### config.mk
export PLATFORM = sky130hd
export DESIGN_NAME = power_state_reset_control
export DESIGN_NICKNAME = d
export VERILOG_FILES = /design/src/hw/power_state_pkg.sv /design/src/hw/input_sync.sv /design/src/hw/power_state_reset_control.sv
export SDC_FILE = /design/constraint.sdc
export NUM_CORES = 1
export LEC_CHECK = 0
export ABC_AREA = 1
export BUFFER_PORTS_ARGS = -buffer_cell sky130_fd_sc_hd__buf_2
export CORE_ASPECT_RATIO = 0.7
export CORE_MARGIN = 2
export CORE_UTILIZATION = 50
export DETAILED_ROUTE_END_ITERATION = 16
export PLACE_DENSITY = 0.8
export SLEW_MARGIN = 15
export SYNTH_ARGS = -nofsm -noshare
export SYNTH_HDL_FRONTEND = slang
export SYNTH_SLANG_ARGS = --single-unit
### constraint.sdc
create_clock -name sys_clk_i -period 2.9 [get_ports sys_clk_i]
set_input_delay 0 -clock sys_clk_i [delete_from_list [all_inputs] [get_ports sys_clk_i]]
set_output_delay 0 -clock sys_clk_i [all_outputs]
set_load 0.05 [all_outputs]
### src/hw/power_state_pkg.sv
// constants and types for the power state and reset controller
// Summary of operation
// power button falling edge is one event
// button event wakes from sleep or powers down
// low reset button requests module reboot
// reset button taken on its falling edge
// carrier drops power-good when reset fails
// any reset cause drives carrier reset low
// carrier reset is active low output
// power-good high means supplies in range
// startup held off while power-good low
// suspend warning asserted before low power
// suspend-to-ram low while in S3
// suspend-to-disk low while in S4
// soft-off indication asserted while in S5
// expansion wake low wakes the system
// general wake low wakes the system
// battery low forces orderly power saving
// lid switch level reported to software
// sleep button level reported to software
// watchdog expiry output, also resets carrier
// all carrier inputs pass two synchroniser flops; the watchdog and software inputs do not
// carrier reset low at least one cycle
package power_state_pkg;
  // number of carrier inputs passed through the synchroniser
  localparam int unsigned SYNC_WIDTH = 9;
  // bit positions inside the synchronised input vector
  localparam int unsigned IN_PWR_BTN = 0;
  localparam int unsigned IN_RST_BTN = 1;
  localparam int unsigned IN_PWR_OK  = 2;
  localparam int unsigned IN_EXPANSION_WAKE_N   = 3;
  localparam int unsigned IN_GENERAL_WAKE_N   = 4;
  localparam int unsigned IN_BATTERY_LOW_N  = 5;
  localparam int unsigned IN_LID     = 6;
  localparam int unsigned IN_SLEEP   = 7;
  localparam int unsigned IN_12V_OK  = 8;
  // idle value of the synchroniser: buttons high, power not yet good
  localparam logic [8:0] SYNC_RESET = 9'h1fb;
  // warning lead time before entering a low power state, in ns
  localparam int unsigned WARN_LEAD_NS = 16;
  localparam int unsigned CLK_PERIOD_NS = 4;
  localparam logic [3:0] WARN_CYCLES = 4'((WARN_LEAD_NS + CLK_PERIOD_NS - 1) / CLK_PERIOD_NS);
  // extra low cycles of carrier reset after the last cause clears
  localparam logic [3:0] RESET_MIN_CYCLES = 4'h2;
  // power states of the system
  typedef enum logic [2:0] {
    ST_S5,
    ST_S4,
    ST_S3,
    ST_S0,
    ST_WARN
  } power_state_e;
  // requested sleep depth from software
  localparam logic [1:0] REQ_S3 = 2'h0;
  localparam logic [1:0] REQ_S4 = 2'h1;
  localparam logic [1:0] REQ_S5 = 2'h2;
endpackage : power_state_pkg

### src/hw/input_sync.sv
// two-flop synchroniser for the carrier board inputs
`timescale 1ns/10ps
module input_sync
  import power_state_pkg::*;
(
  input  wire logic                  sys_clk_i,   // system clock
  input  wire logic                  reset_i,     // async reset, active high
  input  wire logic [SYNC_WIDTH-1:0] async_i,     // raw carrier inputs
  output logic      [SYNC_WIDTH-1:0] sync_o       // synchronised copy
);
  // register pair, meta stage read only by the second stage
  typedef struct packed {
    logic [SYNC_WIDTH-1:0] meta;
    logic [SYNC_WIDTH-1:0] stable;
  } sync_s;

  sync_s state_q;
  sync_s state_d;

  // next state: shift one stage per clock
  always_comb begin
    state_d        = state_q;
    state_d.meta   = async_i;
    state_d.stable = state_q.meta;
  end

  // state register, idle levels under reset
  always_ff @(posedge sys_clk_i or posedge reset_i) begin
    if (reset_i) begin
      state_q <= {SYNC_RESET, SYNC_RESET};
    end else begin
      state_q <= state_d;
    end
  end

  assign sync_o = state_q.stable;
endmodule : input_sync

### src/hw/power_state_reset_control.sv
// power state sequencer and carrier reset generator
`timescale 1ns/10ps
module power_state_reset_control
  import power_state_pkg::*;
(
  input  wire logic       sys_clk_i,           // 250 MHz system clock
  input  wire logic       reset_i,             // async reset, active high
  input  wire logic       power_button_n_i,    // power button, low active
  input  wire logic       reset_button_n_i,    // reset button, low active
  input  wire logic       power_good_i,        // supply good, high active
  input  wire logic       main_supply_ok_i,    // 12 V input above minimum
  input  wire logic       expansion_wake_n_i,  // expansion bus wake, low active
  input  wire logic       general_wake_n_i,    // general wake, low active
  input  wire logic       battery_low_n_i,     // battery low, low active
  input  wire logic       lid_switch_n_i,      // lid switch, low active
  input  wire logic       sleep_button_n_i,    // sleep button, low active
  input  wire logic       watchdog_expired_i,  // watchdog timeout pulse/level
  input  wire logic       sw_reset_req_i,      // software reset request pulse
  input  wire logic       sw_sleep_req_i,      // software sleep request pulse
  input  wire logic [1:0] sw_sleep_depth_i,    // depth for the sleep request
  output logic            carrier_reset_n_o,   // carrier board reset, low active
  output logic            suspend_warning_n_o, // imminent suspend, low active
  output logic            suspend_to_ram_n_o,  // low while in S3
  output logic            suspend_to_disk_n_o, // low while in S4
  output logic            soft_off_n_o,        // low while in S5
  output logic            watchdog_event_o,    // watchdog timeout seen
  output logic            lid_closed_o,        // lid closed, to software
  output logic            sleep_pressed_o,     // sleep button held, to software
  output logic            power_event_o,       // one-cycle power button event
  output logic            wake_event_o,        // one-cycle wake event
  output logic            module_reset_o       // module reboot request, high
);

  // synchronised inputs
  logic [SYNC_WIDTH-1:0] raw_in;
  logic [SYNC_WIDTH-1:0] sync_in;

  assign raw_in = {main_supply_ok_i, sleep_button_n_i, lid_switch_n_i, battery_low_n_i,
                   general_wake_n_i, expansion_wake_n_i, power_good_i, reset_button_n_i,
                   power_button_n_i};

  // every carrier input crosses two flops first
  input_sync u_sync (
    .sys_clk_i (sys_clk_i),
    .reset_i   (reset_i),
    .async_i   (raw_in),
    .sync_o    (sync_in)
  );

  // all state of the sequencer
  typedef struct packed {
    power_state_e state;      // current power state
    logic [1:0]   depth;      // target of the pending sleep
    logic [3:0]   warn_cnt;   // warning lead counter
    logic [3:0]   rst_cnt;    // carrier reset stretch counter
    logic         pwr_prev;   // last power button level
    logic         rst_prev;   // last reset button level
    logic         carrier_n;  // carrier reset output
    logic         wdt_flag;   // watchdog event output
    logic         pwr_evt;    // power button event pulse
    logic         wake_evt;   // wake event pulse
    logic         mod_rst;    // module reboot pulse
    logic         lid;        // lid closed output
    logic         slp;        // sleep button output
  } ctrl_s;

  ctrl_s q;
  ctrl_s d;

  // decoded conditions
  logic pwr_fall;    // power button falling edge
  logic rst_fall;    // reset button falling edge
  logic wake_any;    // any wake source active
  logic rst_cause;   // any reset cause active
  logic batt_low;    // battery low level
  logic asleep;      // in S3, S4 or S5

  assign pwr_fall  = q.pwr_prev && !sync_in[IN_PWR_BTN];
  assign rst_fall  = q.rst_prev && !sync_in[IN_RST_BTN];
  assign wake_any  = pwr_fall || !sync_in[IN_EXPANSION_WAKE_N] || !sync_in[IN_GENERAL_WAKE_N];  // see
  assign batt_low  = !sync_in[IN_BATTERY_LOW_N];
  // any sleep state, used by the checks below
  assign asleep    = (q.state == ST_S3) || (q.state == ST_S4) || (q.state == ST_S5);
  // low button level, power not good, 12 V low, watchdog or software
  assign rst_cause = !sync_in[IN_RST_BTN] || !sync_in[IN_PWR_OK] || !sync_in[IN_12V_OK] ||
                     watchdog_expired_i || sw_reset_req_i;  // see

  // next-state logic
  always_comb begin
    d          = q;
    d.pwr_prev = sync_in[IN_PWR_BTN];
    d.rst_prev = sync_in[IN_RST_BTN];
    d.pwr_evt  = pwr_fall;
    d.wake_evt = 1'b0;
    d.mod_rst  = rst_fall;                            // see
    d.lid      = !sync_in[IN_LID];
    d.slp      = !sync_in[IN_SLEEP];
    // watchdog flag sticks until the carrier reset stretch ends
    if (watchdog_expired_i) begin
      d.wdt_flag = 1'b1;
    end else if (!rst_cause && q.rst_cnt == 4'h0) begin
      d.wdt_flag = 1'b0;
    end
    // stretch keeps a one-cycle cause visible for a full cycle or more
    if (rst_cause) begin
      d.rst_cnt   = RESET_MIN_CYCLES;
      d.carrier_n = 1'b0;                             // see
    end else if (q.rst_cnt != 4'h0) begin
      d.rst_cnt   = q.rst_cnt - 4'h1;
      d.carrier_n = 1'b0;
    end else begin
      d.carrier_n = 1'b1;
    end
    // power state machine
    case (q.state)
      ST_S5, ST_S4, ST_S3: begin
        // startup waits for good power; otherwise a wake resumes
        if (wake_any && sync_in[IN_PWR_OK] && !batt_low) begin  // see
          d.state    = ST_S0;
          d.wake_evt = 1'b1;
        end
      end
      ST_S0: begin
        // battery low and button both shut down to soft off
        if (batt_low || pwr_fall) begin               // see
          d.state    = ST_WARN;
          d.depth    = REQ_S5;
          d.warn_cnt = WARN_CYCLES;
        end else if (sw_sleep_req_i) begin
          d.state    = ST_WARN;
          d.depth    = sw_sleep_depth_i;
          d.warn_cnt = WARN_CYCLES;
        end
      end
      ST_WARN: begin
        // warning holds for the lead time, then the rail state moves
        if (q.warn_cnt != 4'h0) begin
          d.warn_cnt = q.warn_cnt - 4'h1;
        end else if (q.depth == REQ_S3) begin
          d.state = ST_S3;
        end else if (q.depth == REQ_S4) begin
          d.state = ST_S4;
        end else begin
          d.state = ST_S5;
        end
      end
      default: begin
        d.state = ST_S5;
      end
    endcase
  end

  // state register; system starts in soft off with carrier held in reset
  always_ff @(posedge sys_clk_i or posedge reset_i) begin
    if (reset_i) begin
      q           <= '0;
      q.state     <= ST_S5;
      q.pwr_prev  <= 1'b1;
      q.rst_prev  <= 1'b1;
      q.rst_cnt   <= RESET_MIN_CYCLES;
    end else begin
      q <= d;
    end
  end

  // outputs straight from flops or state decode
  assign carrier_reset_n_o   = q.carrier_n;
  assign suspend_warning_n_o = (q.state != ST_WARN);
  assign suspend_to_ram_n_o  = !(q.state == ST_S3 || q.state == ST_S4 || q.state == ST_S5);
  assign suspend_to_disk_n_o = !(q.state == ST_S4 || q.state == ST_S5);
  assign soft_off_n_o        = (q.state != ST_S5);
  assign watchdog_event_o    = q.wdt_flag;
  assign lid_closed_o        = q.lid;
  assign sleep_pressed_o     = q.slp;
  assign power_event_o       = q.pwr_evt;
  assign wake_event_o        = q.wake_evt;
  assign module_reset_o      = q.mod_rst;

  // reset cause must pull the carrier reset low next cycle
  carrier_reset_a: assert property (@(posedge sys_clk_i) disable iff (reset_i)
    rst_cause |=> !carrier_reset_n_o) else $error("carrier reset not driven low");
  // low for at least two cycles after any cause
  reset_stretch_a: assert property (@(posedge sys_clk_i) disable iff (reset_i)
    $rose(rst_cause) |=> !carrier_reset_n_o [*2]) else $error("carrier reset too short");
  // warning leads every sleep entry
  warn_lead_a: assert property (@(posedge sys_clk_i) disable iff (reset_i)
    (q.state == ST_S0 && d.state == ST_WARN) |=> !suspend_warning_n_o [*5])
    else $error("suspend warning lead too short");
  // no wake without good power
  startup_hold_a: assert property (@(posedge sys_clk_i) disable iff (reset_i)
    (q.state == ST_S5 && !sync_in[IN_PWR_OK]) |=> q.state != ST_S0) else $error("started without power good");
  // power button edge gives one event pulse
  button_event_a: assert property (@(posedge sys_clk_i) disable iff (reset_i)
    pwr_fall |=> power_event_o ##1 !power_event_o) else $error("power button event wrong");
  // in S3 the S3 line is low and the S4 line stays high
  ram_state_a: assert property (@(posedge sys_clk_i) disable iff (reset_i)
    (q.state == ST_S3) |-> !suspend_to_ram_n_o && suspend_to_disk_n_o) else $error("S3 indication wrong");
  // soft off indication tied to S5
  soft_off_a: assert property (@(posedge sys_clk_i) disable iff (reset_i)
    (q.state == ST_S5) == !soft_off_n_o) else $error("soft off indication wrong");
  // battery low in run leaves for soft off
  battery_low_a: assert property (@(posedge sys_clk_i) disable iff (reset_i)
    (q.state == ST_S0 && batt_low) |=> q.state == ST_WARN ##5 q.state == ST_S5)
    else $error("battery low did not power down");
  // watchdog shows on its output next cycle
  watchdog_flag_a: assert property (@(posedge sys_clk_i) disable iff (reset_i)
    watchdog_expired_i |=> watchdog_event_o && !carrier_reset_n_o) else $error("watchdog not reported");

  // deeper sleep keeps the shallower lines low too
  disk_state_a: assert property (@(posedge sys_clk_i) disable iff (reset_i)
    (q.state == ST_S4) |-> !suspend_to_disk_n_o && !suspend_to_ram_n_o && soft_off_n_o)
    else $error("S4 indication wrong");

  // running shows no sleep line and no warning
  run_lines_a: assert property (@(posedge sys_clk_i) disable iff (reset_i)
    (q.state == ST_S0) |-> suspend_to_ram_n_o && suspend_to_disk_n_o && soft_off_n_o && suspend_warning_n_o)
    else $error("run indication wrong");

  // a sleep line only falls right after the warning
  sleep_entry_a: assert property (@(posedge sys_clk_i) disable iff (reset_i)
    $fell(suspend_to_ram_n_o) |-> !$past(suspend_warning_n_o))
    else $error("sleep entered without warning");

  // warning done, shallow request lands in S3
  ram_entry_a: assert property (@(posedge sys_clk_i) disable iff (reset_i)
    (q.state == ST_WARN && q.warn_cnt == 4'h0 && q.depth == REQ_S3) |=> q.state == ST_S3)
    else $error("S3 not entered");

  // warning done, disk request lands in S4
  disk_entry_a: assert property (@(posedge sys_clk_i) disable iff (reset_i)
    (q.state == ST_WARN && q.warn_cnt == 4'h0 && q.depth == REQ_S4) |=> q.state == ST_S4)
    else $error("S4 not entered");

  // every other depth code ends in soft off
  off_entry_a: assert property (@(posedge sys_clk_i) disable iff (reset_i)
    (q.state == ST_WARN && q.warn_cnt == 4'h0 && q.depth != REQ_S3 && q.depth != REQ_S4)
    |=> q.state == ST_S5) else $error("S5 not entered");

  // reset button edge gives one reboot pulse
  reboot_pulse_a: assert property (@(posedge sys_clk_i) disable iff (reset_i)
    rst_fall |=> module_reset_o ##1 !module_reset_o)
    else $error("reboot pulse wrong");

  // reboot pulse always comes with the carrier in reset
  reboot_reset_a: assert property (@(posedge sys_clk_i) disable iff (reset_i)
    module_reset_o |-> !carrier_reset_n_o)
    else $error("reboot without carrier reset");

  // a held button gives no second reboot pulse
  held_button_a: assert property (@(posedge sys_clk_i) disable iff (reset_i)
    (!sync_in[IN_RST_BTN] && !q.rst_prev) |=> !module_reset_o)
    else $error("reboot repeated on level");

  // button press wakes a sleeping system
  button_wake_a: assert property (@(posedge sys_clk_i) disable iff (reset_i)
    (asleep && pwr_fall && sync_in[IN_PWR_OK] && !batt_low) |=> q.state == ST_S0 && wake_event_o)
    else $error("button did not wake");

  // button press while running heads for soft off
  button_off_a: assert property (@(posedge sys_clk_i) disable iff (reset_i)
    (q.state == ST_S0 && pwr_fall) |=> q.state == ST_WARN && q.depth == REQ_S5)
    else $error("button did not power down");

  // expansion bus wake resumes from any sleep
  expansion_wake_a: assert property (@(posedge sys_clk_i) disable iff (reset_i)
    (asleep && !sync_in[IN_EXPANSION_WAKE_N] && sync_in[IN_PWR_OK] && !batt_low) |=> q.state == ST_S0 && wake_event_o)
    else $error("expansion wake ignored");

  // general wake resumes from any sleep
  general_wake_a: assert property (@(posedge sys_clk_i) disable iff (reset_i)
    (asleep && !sync_in[IN_GENERAL_WAKE_N] && sync_in[IN_PWR_OK] && !batt_low) |=> q.state == ST_S0 && wake_event_o)
    else $error("general wake ignored");

  // low battery keeps a sleeping system down
  battery_hold_a: assert property (@(posedge sys_clk_i) disable iff (reset_i)
    (asleep && batt_low) |=> q.state != ST_S0)
    else $error("woke on low battery");

  // no wake pulse while the supply is not good
  power_hold_a: assert property (@(posedge sys_clk_i) disable iff (reset_i)
    (asleep && !sync_in[IN_PWR_OK]) |=> !wake_event_o)
    else $error("wake without power good");

  // software sleep only taken while running
  sleep_ignored_a: assert property (@(posedge sys_clk_i) disable iff (reset_i)
    (asleep && sw_sleep_req_i) |=> q.state != ST_WARN)
    else $error("sleep request taken while asleep");

  // lid output follows the pin one cycle later
  lid_report_a: assert property (@(posedge sys_clk_i) disable iff (reset_i)
    lid_closed_o != $past(sync_in[IN_LID]))
    else $error("lid report wrong");

  // sleep button output follows the pin one cycle later
  sleep_report_a: assert property (@(posedge sys_clk_i) disable iff (reset_i)
    sleep_pressed_o != $past(sync_in[IN_SLEEP]))
    else $error("sleep button report wrong");

  // two flops between pin and logic, once out of reset
  sync_delay_a: assert property (@(posedge sys_clk_i) disable iff (reset_i)
    (!$past(reset_i) && !$past(reset_i, 2)) |-> sync_in == $past(raw_in, 2))
    else $error("synchroniser depth wrong");

  // watchdog flag drops once every cause and stretch is over
  watchdog_clear_a: assert property (@(posedge sys_clk_i) disable iff (reset_i)
    (!watchdog_expired_i && !rst_cause && q.rst_cnt == 4'h0) |=> !watchdog_event_o)
    else $error("watchdog flag stuck");

  // carrier released only after a cycle with no cause
  reset_release_a: assert property (@(posedge sys_clk_i) disable iff (reset_i)
    carrier_reset_n_o |-> !$past(rst_cause))
    else $error("carrier released under a cause");

  // bad supply always holds the carrier in reset
  supply_reset_a: assert property (@(posedge sys_clk_i) disable iff (reset_i)
    !sync_in[IN_PWR_OK] |=> !carrier_reset_n_o)
    else $error("carrier not reset on bad supply");
endmodule : power_state_reset_control

## Yosys cells after proc, flatten, opt, wreduce, memory -nomap -nowiden

Index checks and enable logic that the tools add are counted.
Widths: inputs -> output; s select.

- Register bits: 40
- Input bits: 16
- Word-level logic and storage cells: 85

- $add $sub $neg: 2
- Equal/unequal tests: 10
- Mux-type cells: 17
- Reductions and logical operators: 41

Operators by type and width:

| kind | count |
|---|---|
| $mux 9 | 2 |
| $logic_not 1->1 | 12 |
| $mux 4 | 3 |
| $logic_or 1x1->1 | 10 |
| $mux 3 | 3 |
| $pmux 3 s3 | 1 |
| $pmux 4 s2 | 1 |
| $reduce_bool 2->1 | 4 |
| $reduce_bool 4->1 | 2 |
| $sub 4x1->4 const B | 2 |
| $mux 1 | 7 |
| $eq 3x2->1 const B | 2 |
| $ne 2x2->1 const B | 3 |
| $ne 3x3->1 const B | 2 |
| $reduce_and 3->1 | 2 |
| $logic_and 1x1->1 | 5 |
| $logic_not 4->1 | 1 |
| $eq 3x1->1 const B | 1 |
| $eq 3x3->1 const B | 1 |
| $logic_not 3->1 | 1 |
| $reduce_bool 3->1 | 1 |
| $reduce_or 3->1 | 1 |
| $eq 2x1->1 const B | 1 |
| $logic_not 2->1 | 1 |
| $reduce_and 2->1 | 1 |

## Logic depth before layout (Yosys ltp)

- Depth in word-level cells: 9
- Depth in mapped cells: 8

## By module

A second synthesis with hierarchy kept.

- Cell total of the unflattened synthesis: 142
- Area, all modules: 1,524.0 µm²

By module, submodules not included:

| module | instances | cells an instance | area an instance (µm²) | sequential area each (µm²) |
|---|---|---|---|---|
| power_state_reset_control | 1 | 123 | 1,049.8 | 554.3 |
| input_sync | 1 | 19 | 474.2 | 470.5 |

## Worst setup path after synthesis

OpenSTA, ideal clock, no wires.

- Kind: register -> register
- Start: register q[13] (netlist bit)
- End: register q[19] (netlist bit)
- Library setup time: 65 ps
- Data arrival time: 1,153 ps
- Setup slack: 1,682 ps
- Cell stages (with the launch flop): 9
- Buffers on the path: 0
- Period minus slack after synthesis: 1,218 ps
- Cells stage by stage: dfrtp_1 > inv_1 > ha_1 > nand2_1 > nor2_1 > nor2_2 > nor2_1 > nand3_1 > nand2_1

- Longest elaborated chain between the ends: 3

Ends and longest elaborated chain:

| item | line | text |
|---|---|---|
| start: declaration | power_state_reset_control.sv:67 | `ctrl_s q;` |
| $reduce_bool 4->1 | power_state_reset_control.sv:137 | `if (q.warn_cnt != 4'h0) begin` |
| $ne 2x2->1 (no source line) | n/a |  |
| $reduce_and 3->1 (no source line) | n/a |  |

No other way between the ends.
A chain may end at the register's enable or synchronous reset.

## Final worst setup path

Same ends and word-level chain as after synthesis.

==> results by group <==
Outcome
  • Outcome: finished, final reports clean

Timing
  • Min cycle time layout: 1.399 ns
  • Final Cycle Share: 48.24%
  • Worst relative slew slack: 57.43%
  • Max-slew violations: 0
  • Setup TNS: 0 ns
  • Setup WS post-layout: 1.501 ns
  • Fmax: 0.7148 GHz
  • Worst Tran Pin Value: 0.6377 ns
  • Final setup fails: 0
  • Clock skew: 0.006356 ns
  • Hold WS: 0.01331 ns
  • Unrepaired setup endpoints after global routing: no
  • Final number of hold-violating endpoints: 0

Synthesis
  • Syn_area_per_cell: 10.67 µm²
  • Register area share after synthesis: 66.26%
  • Syn_nets: 164
  • EDFF count, synth: 0
  • Count leader, synth: nand2_1
  • Cell taking the most area after synthesis: dfrtp_1
  • Ys Warns: 0
  • Post-synth ARST share: 100.0%
  • Most frequent cells after synthesis: 29 x nand2_1, 22 x inv_1, 21 x dfrtp_1
  • Yosys reg bits: 40
  • Synth Instances: 145
  • Dominant cells by area after synthesis: dfrtp_1 34%, dfstp_2 32%, nand2_1 7.0%, inv_1 5.3%, nand3_1 3.6%
  • Top_reg_cell synth: dfrtp_1
  • Synth top area share: 33.98%
  • Mapped cell area: 1546 µm²
  • Synth cell types: 21

CTS
  • CTS Root Cell: clkbuf_8
  • CTS resizes: 0
  • CTS tree: yes
  • Clk_lat worst skew: 0.29 ns
  • Clk sinks: 40
  • Max Buffers Root-to-Sink: 2
  • H-tree levels: 2
  • Clock slew seen by the registers of the worst setup and hold paths: 0.08 ns
  • Cts bufs inserted: 5

Finish
  • Share of layout cells above drive strength 1: 37.31%
  • Fin area: 1986 µm²
  • Antenna cell count: 0
  • Final #Nets: 211
  • Area grow syn2layout: 28.40%

Min path
  • Hold endpoint: q[11]
  • Worst hold path type: in2reg
  • Hold path startpoint: sw_reset_req_i
  • WHS Path Cells: 4

Floorplan
  • Die area: 3561 µm²
  • Die W: 70.47 µm
  • Die Y: 50.53 µm
  • Num rows: 16
  • I/O pin total: 27
  • Starting density of the core: 54.02%
  • Core area: 2863 µm²

Placement
  • Placer Congestion: 0.8746
  • HPWL reported at the end of detailed placement: 1826 µm
  • Placed cell areas: 1729 µm²
  • PortBufs: 26
  • Dpl ws: 1.535 ns

Worst setup path
  • Crit path max fanout: 5
  • CP required: 3.13 ns
  • CP max stage delay: 0.36 ns
  • Worst R2R Start: q[13]
  • Reg2reg end: q[19]
  • Worst R2R Setup Slack: 1.50 ns
  • Crit Path Class: reg2reg
  • Slowest cell on crit path: dfrtp_1
  • Cell count of the worst reg-to-reg path: 8
  • Crit end category: flop
  • Crit. path cell count: 8
  • Type of origin of the critical path: flop
  • Buf/Inv on CP: 1
  • Critical Path AT: 1.63 ns
  • Crit-path cells: inv_1, ha_1, nand2_1, nor2_1, nor2_2, nor2_1, nand3_1, nand2_1
  • CP top delay family: simple AND/OR/NAND/NOR gates

Drt
  • ANT nets after route: 0
  • DRC violations left: 0
  • Routed WL: 2587 µm
  • Number of vias per cell: 4.699
  • 1st-iter DRT viols: 82
  • Average wire per standard cell: 11.30 µm
  • Drt first pass iters: 4
  • Total number of vias: 1076

Global route
  • Largest net degree at the start of global routing: 33
  • Initial antenna violation count: 0
  • Vias in the first global route: 1010
  • Tot GR Track Use: 16.81%
  • First-pass GRT wire length: 4353 µm
  • Grt total ovfl: 0

Flow run
  • Maxcap violations: 0

Power and ir drop
  • Worst vdd ir: 0.0004339 V
  • PwrDens: 839.6 nW/µm²
  • Lkg Pwr: 0.001013 µW
==> power by group <==
part           switching [µW]  internal [µW]
registers                42.7            638
clock network             183            303
logic                     354            147
==> through the flow <==
step	util (%)	std cells	power (µW)
after floorplan	-	145	1062
after global placement	60.40	208	1140
after detailed placement	60.40	208	1173
after CTS	69.01	228	1677
after global routing	69.36	229	1763
final	69.36	229	1667
==> worst min-delay path, stage by stage <==
cell,delay [ns]
buf_2,0.08
nor3_2,0.05
nand2_1,0.09
nor2_1,0.05
==> timing repair <==
| item | in CTS | in global routing |
|---|---|---|
| hold endpoints to repair | 12 | 21 |
| hold buffers | 12 | 1 |
| buffers inserted | 0 | 0 |
==> cells by family after synthesis <==
group / synth area share [%]
simple gates: 20.06
xor+xnor: 1.133
compound gates: 3.479
buf+inv: 6.634
flops: 66.26
fa+ha+maj: 2.427
==> layout make-up <==
class / count / area [µm²]
Clock buffer: 7 / 96.34
Clock inverter: 1 / 30.03
Fill cell: 211 / 877.1
Inverter: 26 / 102.6
Multi-Input combinational cell: 79 / 419.2
Sequential cell: 40 / 1025
Tap cell: 36 / 45.04
Timing Repair Buffer: 40 / 267.8
==> how the worst max path moves through the flow <==
stage                      from     to
final                     q[13]  q[19]
after global routing      q[13]  q[20]
after CTS                 q[13]  q[19]
after detailed placement  q[13]  q[19]
after global placement    q[13]  q[19]
after floorplan           q[13]  q[19]
==> cell usage in the layout, fill, tap and decap left out, types with 4 or more instances in the layout <==
cell type      Yosys  routed
clkbuf_8           0       7
buf_2              0      26
nor2_1            10      10
nand2_1           29      29
nand3_1           11      11
dlygate4sd3_1      0      13
o21ai_0            7       7
inv_2              3       4
inv_1             22      21
dfstp_2           19      19
dfrtp_1           21      21
==> per-layer routing <==
metal | vias to the layer above | wire, µm | GRT usage [%]
met3 | 4 | 130 | 7.831
met5 | - | 0 | 0
met1 | 504 | 1098 | 19.17
li1 | 540 | - | -
met4 | 0 | 25 | 4.808
met2 | 28 | 1332 | 28.62
==> flip-flops by register name, summed over array words and instances, names as in the netlist <==
signal / count
carrier_reset_n_o: 1
lid_closed_o: 1
module_reset_o: 1
power_event_o: 1
q: 15
sleep_pressed_o: 1
u_sync.state_d: 9
u_sync.sync_o: 9
wake_event_o: 1
watchdog_event_o: 1
Power figures use the tool's default switching activity.
